File: src/hdl/rdwo_pkg.sv
// Operation
// [RL1] Data addresses 0x40..0x7F read program memory through the window.
// [RL2] Window shows 64 consecutive program bytes anywhere in 0x000..0xFFF.
// [RL3] Program memory splits into 64 aligned blocks of 64 bytes.
// [RL4] Block n covers addresses n*64 through n*64+63.
// [RL5] Block-select bits 5:0 form program address bits 11:6; bits 7:6 reserved.
// [RL6] Data address bits 5:0 give the byte offset inside the block.
// [RL7] Block select at 0xC9, write only, undefined after reset.
// [RL8] Software writes the block select before the first window read.
// [RL9] Software never reads or read-modify-writes the block select.
// [RL10] Interrupt handlers keep a RAM image, written before the register.
// [RL11] Option bytes are unmapped; reachable only in programming mode.
// [RL12] Each option byte programs once and then cannot change.
// [RL13] Factory-coded parts fix options by mask and never read them.
// [RL14] Programmable parts leave the factory with all-zero options.
// [RL15] Bit 9 clear bars stop under watchdog; set allows it with NMI high.
// [RL16] Bit 8 enables the low-voltage detector.
// [RL17] Bit 7 set blocks external readout of program memory.
// [RL18] Bit 6 selects oscillator: zero crystal or clock, one RC.
// [RL19] Bit 3 enables the NMI pin pull-up.
// [RL20] Bit 1 selects hardware watchdog, zero software-enabled.
// [RL21] Bit 0 enables the oscillator safeguard.
// [RL22] Programmer writes reserved bits 15:11,5 clear and 10,4,2 set.
// [RL23] Window read answers within normal read timing using current select.
package rdwo_pkg;
  localparam logic [7:0] WIN_BASE = 8'h40;
  localparam logic [7:0] WIN_LAST = 8'h7f;
  localparam logic [7:0] BLOCK_SEL_ADDR = 8'hc9;
  localparam int BLOCK_BITS = 6;
  localparam int OFFSET_BITS = 6;
  localparam int PADDR_BITS = 12;
  localparam logic [7:0] OTP_BLANK = 8'h00;
  localparam int OPT_STOP_EXT = 9;
  localparam int OPT_LOW_VOLT = 8;
  localparam int OPT_PROTECT = 7;
  localparam int OPT_OSC_RC = 6;
  localparam int OPT_NMI_PULL = 3;
  localparam int OPT_HW_WDG = 1;
  localparam int OPT_OSG = 0;
  localparam logic [15:0] OPT_RSVD_MASK = 16'hf834;
  localparam logic [15:0] OPT_RSVD_VAL = 16'h0414;
endpackage

File: src/hdl/rdwo_block_select.sv
`timescale 1ns/1ps
module rdwo_block_select
  import rdwo_pkg::*;
(
  // Clock and reset.
  input wire logic clock,
  input wire logic rstn,
  // Write strobe and data.
  input wire logic wrSel,
  input wire logic [7:0] wrData,
  // Current block number.
  output logic [BLOCK_BITS-1:0] blockNum
);
  import rdwo_pkg::*;

  typedef struct packed {
    logic [BLOCK_BITS-1:0] blk;
  } rdwo_bs_t;

  rdwo_bs_t state_r;
  rdwo_bs_t state_nxt;

  // Only bits 5:0 are kept; reserved bits are dropped. Reset value is zero,
  // since software must not rely on it anyway.
  always_comb
  begin
    state_nxt = state_r;
    if (wrSel)
    begin
      state_nxt.blk = wrData[BLOCK_BITS-1:0]; // see [RL5] see [RL7]
    end
  end

  always_ff @(posedge clock or negedge rstn)
  begin
    if (!rstn)
    begin
      state_r <= '0;
    end
    else
    begin
      state_r <= state_nxt;
    end
  end

  assign blockNum = state_r.blk;
endmodule

File: src/hdl/rdwo_option_store.sv
`timescale 1ns/1ps
module rdwo_option_store
  import rdwo_pkg::*;
(
  // Clock and reset.
  input wire logic clock,
  input wire logic rstn,
  // Programming port.
  input wire logic progMode,
  input wire logic maskRom,
  input wire logic [15:0] maskValue,
  input wire logic progWrite,
  input wire logic [15:0] progData,
  // Option word and readback.
  output logic [15:0] options,
  output logic [15:0] progReadData
);
  import rdwo_pkg::*;

  typedef struct packed {
    logic [15:0] val;
    logic [1:0] burnt;
    logic [15:0] rd;
  } rdwo_opt_t;

  rdwo_opt_t state_r;
  rdwo_opt_t state_nxt;

  // Each byte burns once in programming mode; masked parts ignore writes.
  // Reset models the blank fuse array as zero; real fuses would keep state.
  always_comb
  begin
    state_nxt = state_r;
    state_nxt.rd = '0;
    if (progMode && !maskRom)
    begin
      state_nxt.rd = state_r.val; // see [RL11]
      if (progWrite && !state_r.burnt[1])
      begin
        state_nxt.val[15:8] = progData[15:8]; // see [RL12]
        state_nxt.burnt[1] = 1'b1;
      end
      if (progWrite && !state_r.burnt[0])
      begin
        state_nxt.val[7:0] = progData[7:0]; // see [RL12]
        state_nxt.burnt[0] = 1'b1;
      end
    end
  end

  always_ff @(posedge clock or negedge rstn)
  begin
    if (!rstn)
    begin
      state_r <= '{val: {OTP_BLANK, OTP_BLANK}, burnt: 2'b00, rd: 16'h0000}; // see [RL14]
    end
    else
    begin
      state_r <= state_nxt;
    end
  end

  assign options = maskRom ? maskValue : state_r.val; // see [RL13]
  assign progReadData = state_r.rd;
endmodule

File: src/hdl/rdwo_window.sv
`timescale 1ns/1ps
module rdwo_window
  import rdwo_pkg::*;
(
  // Clock and reset.
  input wire logic clock,
  input wire logic rstn,
  // CPU data-space bus.
  input wire logic [7:0] dataAddr,
  input wire logic dataRd,
  input wire logic dataWr,
  input wire logic [7:0] dataWrData,
  output logic dataHit,
  output logic [7:0] dataRdData,
  // Program memory port.
  output logic [PADDR_BITS-1:0] progAddr,
  input wire logic [7:0] progRdData,
  // Programming mode and option programming.
  input wire logic progMode,
  input wire logic maskRom,
  input wire logic [15:0] maskValue,
  input wire logic optWrite,
  input wire logic [15:0] optWrData,
  output logic [15:0] optRdData,
  // External readout request.
  input wire logic extRdReq,
  output logic [7:0] extRdData,
  // NMI pin and watchdog state inputs, configuration outputs.
  input wire logic nmiPin,
  input wire logic watchdogActive,
  output logic stopAllowed,
  output logic external_stop_control,
  output logic low_voltage_detector_enable,
  output logic readoutProtect,
  output logic oscRcSelect,
  output logic nmiPullUpEnable,
  output logic hardware_watchdog_select,
  output logic oscillator_safeguard_enable
);
  import rdwo_pkg::*;

  typedef struct packed {
    logic nmiMeta;
    logic nmiSync;
    logic [7:0] rdData;
    logic hit;
    logic [7:0] extData;
  } rdwo_win_t;

  rdwo_win_t state_r;
  rdwo_win_t state_nxt;
  logic [BLOCK_BITS-1:0] blockNum;
  logic [15:0] options;
  logic inWindow;

  //////////////////////////////////////////////////////////////////////////////

  function automatic logic inRange(input logic [7:0] a);
    inRange = (a >= WIN_BASE) && (a <= WIN_LAST);
  endfunction

  //////////////////////////////////////////////////////////////////////////////

  rdwo_block_select u_rdwo_block_select (
    .clock(clock),
    .rstn(rstn),
    .wrSel(dataWr && (dataAddr == BLOCK_SEL_ADDR)), // see [RL7]
    .wrData(dataWrData),
    .blockNum(blockNum)
  );

  rdwo_option_store u_rdwo_option_store (
    .clock(clock),
    .rstn(rstn),
    .progMode(progMode),
    .maskRom(maskRom),
    .maskValue(maskValue),
    .progWrite(optWrite),
    .progData(optWrData),
    .options(options),
    .progReadData(optRdData)
  );

  //////////////////////////////////////////////////////////////////////////////

  // Window decode; the block select is never a read target, so 0xC9 misses.
  assign inWindow = inRange(dataAddr); // see [RL1]

  // External readout in programming mode reuses this same address path.
  // Block number forms the top bits and the data address the offset.
  assign progAddr = {blockNum, dataAddr[OFFSET_BITS-1:0]}; // see [RL2] see [RL3] see [RL4] see [RL6]

  // One-cycle read: data registered at the edge that takes the request.
  always_comb
  begin
    state_nxt = state_r;
    state_nxt.nmiMeta = nmiPin;
    state_nxt.nmiSync = state_r.nmiMeta;
    state_nxt.hit = dataRd && inWindow;
    state_nxt.rdData = (dataRd && inWindow) ? progRdData : 8'h00; // see [RL1] see [RL23]
    state_nxt.extData = 8'h00;
    if (progMode && extRdReq && !options[OPT_PROTECT])
    begin
      state_nxt.extData = progRdData; // see [RL17]
    end
  end

  always_ff @(posedge clock or negedge rstn)
  begin
    if (!rstn)
    begin
      state_r <= '0;
    end
    else
    begin
      state_r <= state_nxt;
    end
  end

  assign dataHit = state_r.hit;
  assign dataRdData = state_r.rdData;
  assign extRdData = state_r.extData;

  // Option bits drive the configuration straight from the store.
  assign external_stop_control = options[OPT_STOP_EXT];
  assign low_voltage_detector_enable = options[OPT_LOW_VOLT]; // see [RL16]
  assign readoutProtect = options[OPT_PROTECT]; // see [RL17]
  assign oscRcSelect = options[OPT_OSC_RC]; // see [RL18]
  assign nmiPullUpEnable = options[OPT_NMI_PULL]; // see [RL19]
  assign hardware_watchdog_select = options[OPT_HW_WDG]; // see [RL20]
  assign oscillator_safeguard_enable = options[OPT_OSG]; // see [RL21]

  // Stop needs an idle watchdog unless external control and a high NMI pin.
  assign stopAllowed = !watchdogActive || (options[OPT_STOP_EXT] && state_r.nmiSync); // see [RL15]
endmodule

File: config.mk
export PLATFORM = sky130hd
export DESIGN_NAME = rdwo_window
export DESIGN_NICKNAME = d
export VERILOG_FILES = /design/src/hdl/rdwo_pkg.sv /design/src/hdl/rdwo_block_select.sv /design/src/hdl/rdwo_option_store.sv /design/src/hdl/rdwo_window.sv
export SDC_FILE = /design/constraint.sdc
export NUM_CORES = 1
export LEC_CHECK = 0
export BUFFER_PORTS_ARGS = -buffer_cell sky130_fd_sc_hd__clkbuf_2
export CELL_PAD_IN_SITES_DETAIL_PLACEMENT = 1
export CELL_PAD_IN_SITES_GLOBAL_PLACEMENT = 2
export CORE_UTILIZATION = 28
export CTS_CLUSTER_SIZE = 20
export DETAILED_ROUTE_END_ITERATION = 10
export PLACE_DENSITY = 0.75
export SKIP_LAST_GASP = 1
export SYNTH_ARGS = -nofsm -noshare
export SYNTH_HDL_FRONTEND = slang
export SYNTH_SLANG_ARGS = --single-unit
File: constraint.sdc
create_clock -name clock -period 1.3 [get_ports clock]
set_input_delay 0.13 -clock clock [delete_from_list [all_inputs] [get_ports clock]]
set_output_delay 0.13 -clock clock [all_outputs]
set_load 0.01 [all_outputs]
Word-level counts from Yosys, hierarchy flattened
Cells that the tools add are included.
{"block": "word_totals", "reg_bits": 59, "word_cells": 35}
{"block": "classes", "n_lt_le_gt_ge": 2, "n_eq_ne": 1, "mux": 4, "n_reduce_logical": 17}
{"op": "$mux W16", "n": 1}
{"op": "$mux W8", "n": 2}
{"op": "$mux W10", "n": 1}
{"op": "$logic_and A1 B1 Y1", "n": 9}
{"op": "$eq A8 B8 Y1 const B", "n": 1}
{"op": "$ge A8 B7 Y1 const B", "n": 1}
{"op": "$le A8 B7 Y1 const B", "n": 1}
{"op": "$logic_not A1 Y1", "n": 5}
{"op": "$reduce_and A2 Y1", "n": 2}
{"op": "$logic_or A1 B1 Y1", "n": 1}

Depth between registers and ports, before layout
{"block": "depth", "depth_word": 4, "mapped_depth": 4}

By module
A second synthesis with hierarchy kept.
{"block": "hier_totals", "cells_unflattened": 186, "hier_area_um2": 2605.0}
{"mod": "rdwo_option_store", "n_inst": 1, "cells_each": 108, "area_per_inst_um2": 1547.7, "seq_area_each_um2": 850.8}
{"mod": "rdwo_window", "n_inst": 1, "cells_each": 65, "area_per_inst_um2": 805.8, "seq_area_each_um2": 475.5}
{"mod": "rdwo_block_select", "n_inst": 1, "cells_each": 13, "area_per_inst_um2": 251.5, "seq_area_each_um2": 150.1}

Worst setup path after synthesis
OpenSTA, ideal clock, no wires.
{"block": "synth_timing", "path_kind": "input to register", "startpoint": "in maskRom", "endpoint": "reg u_rdwo_option_store.state_r[26] (netlist bit)", "arrival_ns": 0.960, "required_time_ns": 1.175, "path_slack_ns": 0.215, "stages": 4, "n_path_buf": 1, "cell_sequence": "buf_6 -> nand3b_4 -> nor2_8 -> mux2_2"}
{"block": "synth_via", "elab_chain_len": 3}
{"item": "from (decl)", "line": "rdwo_window.sv:20", "rtl": "input wire logic maskRom,"}
{"item": "$logic_not A1 Y1", "line": "rdwo_option_store.sv:35", "rtl": "if (progMode && !maskRom)"}
{"item": "$logic_and A1 B1 Y1", "line": "rdwo_option_store.sv:35"}
{"item": "$reduce_and A2 Y1 (no line)"}
{"item": "to (signal assigned)", "line": "rdwo_option_store.sv:55", "rtl": "state_r <= '{val: {OTP_BLANK, OTP_BLANK}, burnt: 2'b00, rd: 16'h0000};"}
{"item": "to (signal assigned)", "line": "rdwo_option_store.sv:59", "rtl": "state_r <= state_nxt;"}
{"item": "to (decl)", "line": "rdwo_option_store.sv:26", "rtl": "rdwo_opt_t state_r;"}
No other way between the ends.
A chain may end at the register's enable or synchronous reset.

Worst setup path in the final report
{"block": "layout_timing", "startpoint": "reg u_rdwo_option_store.state_r[27] (netlist bit)", "endpoint": "out stopAllowed"}
{"block": "layout_via", "elab_chain_len": 3}
{"item": "$mux W10", "line": "rdwo_option_store.sv:63", "rtl": "assign options = maskRom ? maskValue : state_r.val;"}
{"item": "$logic_and A1 B1 Y1", "line": "rdwo_window.sv:134", "rtl": "assign stopAllowed = !watchdogActive || (options[OPT_STOP_EXT] && state_r.nmiSync);"}
{"item": "$logic_or A1 B1 Y1", "line": "rdwo_window.sv:134"}
{"item": "to (decl)", "line": "rdwo_window.sv:31", "rtl": "output logic stopAllowed,"}
No other way between the ends.

==> results by group <==
Global route
  – Initial antenna violation count: 0
  – Met2 GRT Util: 19.3%
  – First-pass GRT wire length: 7800 um
  – GRT Resource Usage Total: 12.0%
  – Number of global-route vias before repair: 1551
  – Gr ovfl total: 0
  – Global Route met3 Usage: 4.78%
  – Pin count of the biggest net entering global routing: 60
  – Met1 Use GR: 13.6%
  – Gr busiest metal: met2

CTS
  – Clk_lat worst skew: 330 ps
  – TritonCTS clock tree: yes
  – Sink Count: 59
  – Clock root buffer: clkbuf_8
  – Num CTS Buffers: 9
  – CTS H-tree depth: 3
  – CTS Buffer Depth: 2
  – Clock transition at the registers of the reported paths: 70 ps

Floorplanning
  – Row cnt: 33
  – Starting Density: 29.5%
  – Die area: 9150 um2
  – Core Box Area: 8340 um2
  – DIE HEIGHT: 95.7 um
  – Ports: 119
  – Die W: 95.7 um

Synth
  – Yosys cell types: 19
  – Post-Synth XOR/XNOR Area: 0%
  – Seq cells post-synth: 59
  – Adder-Cell Fraction of Synth Area: 0%
  – Synth area leader: dfrtp_1
  – Share of the yosys chip area belonging to registers: 60.1%
  – Syn avg cell area: 14.0 um2
  – Post-synthesis mux area share: 13.4%
  – Mapped Nets: 242
  – Syn. warnings: 0
  – Post-Syn Area: 2460 um2
  – Post-synthesis simple-gate area fraction: 13.8%
  – Share of the synthesized area in the top cell type: 60.1%
  – Complex-gate fraction of the synthesized area: 0%
  – Cell count after synthesis: 176
  – Synth area leaders: dfrtp_1 60%, mux2_2 12%, buf_4 12%
  – Largest family of logic cells by synthesized area: simple AND/OR/NAND/NOR gates

Cells and area
  – Antenna diode count: 0
  – Area Growth Syn to Fin: 29.5%
  – Fill count: 936
  – Multi-input gate area: 678 um2
  – Commonest cells after routing, fill and taps aside: 105 x clkbuf_2, 59 x dfrtp_1, 32 x and2_1, 26 x mux2_2, 10 x clkbuf_8
  – Final net count: 331
  – Most common cell after layout, fill and taps aside: clkbuf_2
  – Fraction of layout cells with a size suffix above 1: 60.7%
  – Seq. cell area: 1480 um2

Flow run
  – Max-Cap Viols: 0

STA
  – Final Hold Fails: 0
  – Max-slew violations: 0
  – Slew headroom: 38.5%
  – Least-Margin Pin Slew: 921 ps
  – Final WS setup: -34.0 ps
  – Fmax: 750 MHz
  – Final setup TNS: -34.0 ps
  – Setup-failing EPs final: 1
  – Final Critical Period: 1330 ps
  – Period Utilization, post-route: 103%
  – Final hold slack: 20.1 ps
  – RSZ-0062 raised after global routing: true
  – Setup Skew: 7.57 ps

Pwr
  – Total chip power: 4.71 mW
  – Pwr per Cell Area: 1480 nW/um2
  – Leakage: 1.75 nW
  – Peak supply drop: 0.000554 V

Drt
  – Initial detailed-routing violation count: 30
  – Detail Route Antenna Nets: 0
  – Via Count: 1524
  – Drt via density: 4.06
  – 1st-pass router iterations: 3
  – Final WL: 4930 um
  – DRC: 0
  – Wirelength per Cell: 13.1 um

Placement
  – IO Port Bufs: 107
  – RD Place Congestion: 0.645
  – Post-DP HPWL: 3630 um

Status
  – Failing checks: setup timing
  – Status: finished, violations left

Setup path
  – Critical Path Fanout Max: 3
  – WS Path Type: flop to output pin
  – Worst path required time: 1170 ps
  – CP arrival: 1200 ps
  – CP startpoint kind: flop
  – Critical path endpoint category: output pin

Worst hold path
  – Hold Path Class: input port to flop
## synth_stat cells
library cell  number
buf_4             38
and2_1            32
nand2b_1           1
mux2_1             1
nor2_1             1
nand2_1            4
nor2_4             1
nand3b_4           1
dfrtp_1           59
or2b_1             1
and4bb_1           1
mux2_2            27
clkbuf_1           1
nor2_8             2
nor2b_1            1
nand4b_1           1
nor3b_1            1
buf_6              2
mux2_4             1
## worst paths after layout
check	startpoint	to	slack (ps)	cells after the start
setup / recovery	u_rdwo_option_store.state_r[27]$_DFFE_PN0P_	stopAllowed	-30	4
hold reg to reg	state_nxt[17]$_DFF_PN0_	state_r[17]$_DFF_PN0_	370	0
hold / removal	progRdData[1]	dataRdData[1]$_DFF_PN0_	20	2
setup reg to reg	u_rdwo_option_store.state_r[25]$_DFFE_PN0P_	extRdData[3]$_DFF_PN0_	110	4
min in group asynchronous	rstn	dataRdData[7]$_DFF_PN0_	340	3
max in group asynchronous	rstn	u_rdwo_option_store.state_r[31]$_DFFE_PN0P_	680	3
## sequential cells by signal, indices dropped and copies added (netlist names)
register	cells
u_rdwo_block_select.blockNum	6
u_rdwo_option_store.state_r	18
state_r	1
dataRdData	8
u_rdwo_option_store.progReadData	16
dataHit	1
state_nxt	1
extRdData	8
## power by group
part           switching [mW]  internal, mW  total (mW)
sequential             0.0781          2.02        2.10
combinational           0.260         0.336       0.596
clock                   0.697          1.32        2.02
## critical path, cell delays in order (launching register included)
cell     delay (ps)
dfrtp_1         380
mux2_4          280
nand2_2          60
nand2_2          40
buf_6           110
## per-stage QoR
step | instances | worst slack [ps] | utilization [%] | cell area, um2
after floorplan | 176 | 215 | - | 2460
final | 375 | -34.0 | 38.1 | 3180
after CTS | 374 | -54.2 | 38.0 | 3170
after global placement | 352 | -86.7 | 34.3 | 2860
after global routing | 375 | -101 | 38.1 | 3180
after detailed placement | 352 | -112 | 34.3 | 2860
## kinds of logic after synthesis
family,after synthesis
buffers and inverters,41
DFF,59
muxes,29
and+or+nand+nor,47
## final cells by class
type	instances	share of cell area (%)
clock inverters	5	3.15
well taps	105	4.13
clock buffers	11	4.44
flip-flops and latches	59	46.4
repair buffers	119	20.6
multi-input cells	76	21.3
## metal layers
metal / vias to the layer above / wire length (um)
li1: 706 / -
met5: - / 0
met3: 9 / 390
met2: 57 / 2450
met4: 0 / 91
met1: 752 / 2000
## timing repair
item / in CTS / in global routing
hold endpoints to repair: 62 / 0
pin swaps: 2 / 1
resized for setup: 2 / 4
gates cloned: 0 / 0
hold buffers: 4 / 0
buffers inserted: 2 / 1
endpoints found under the setup margin: 2 / 4
Note: power is estimated with default switching activity, not from simulation.
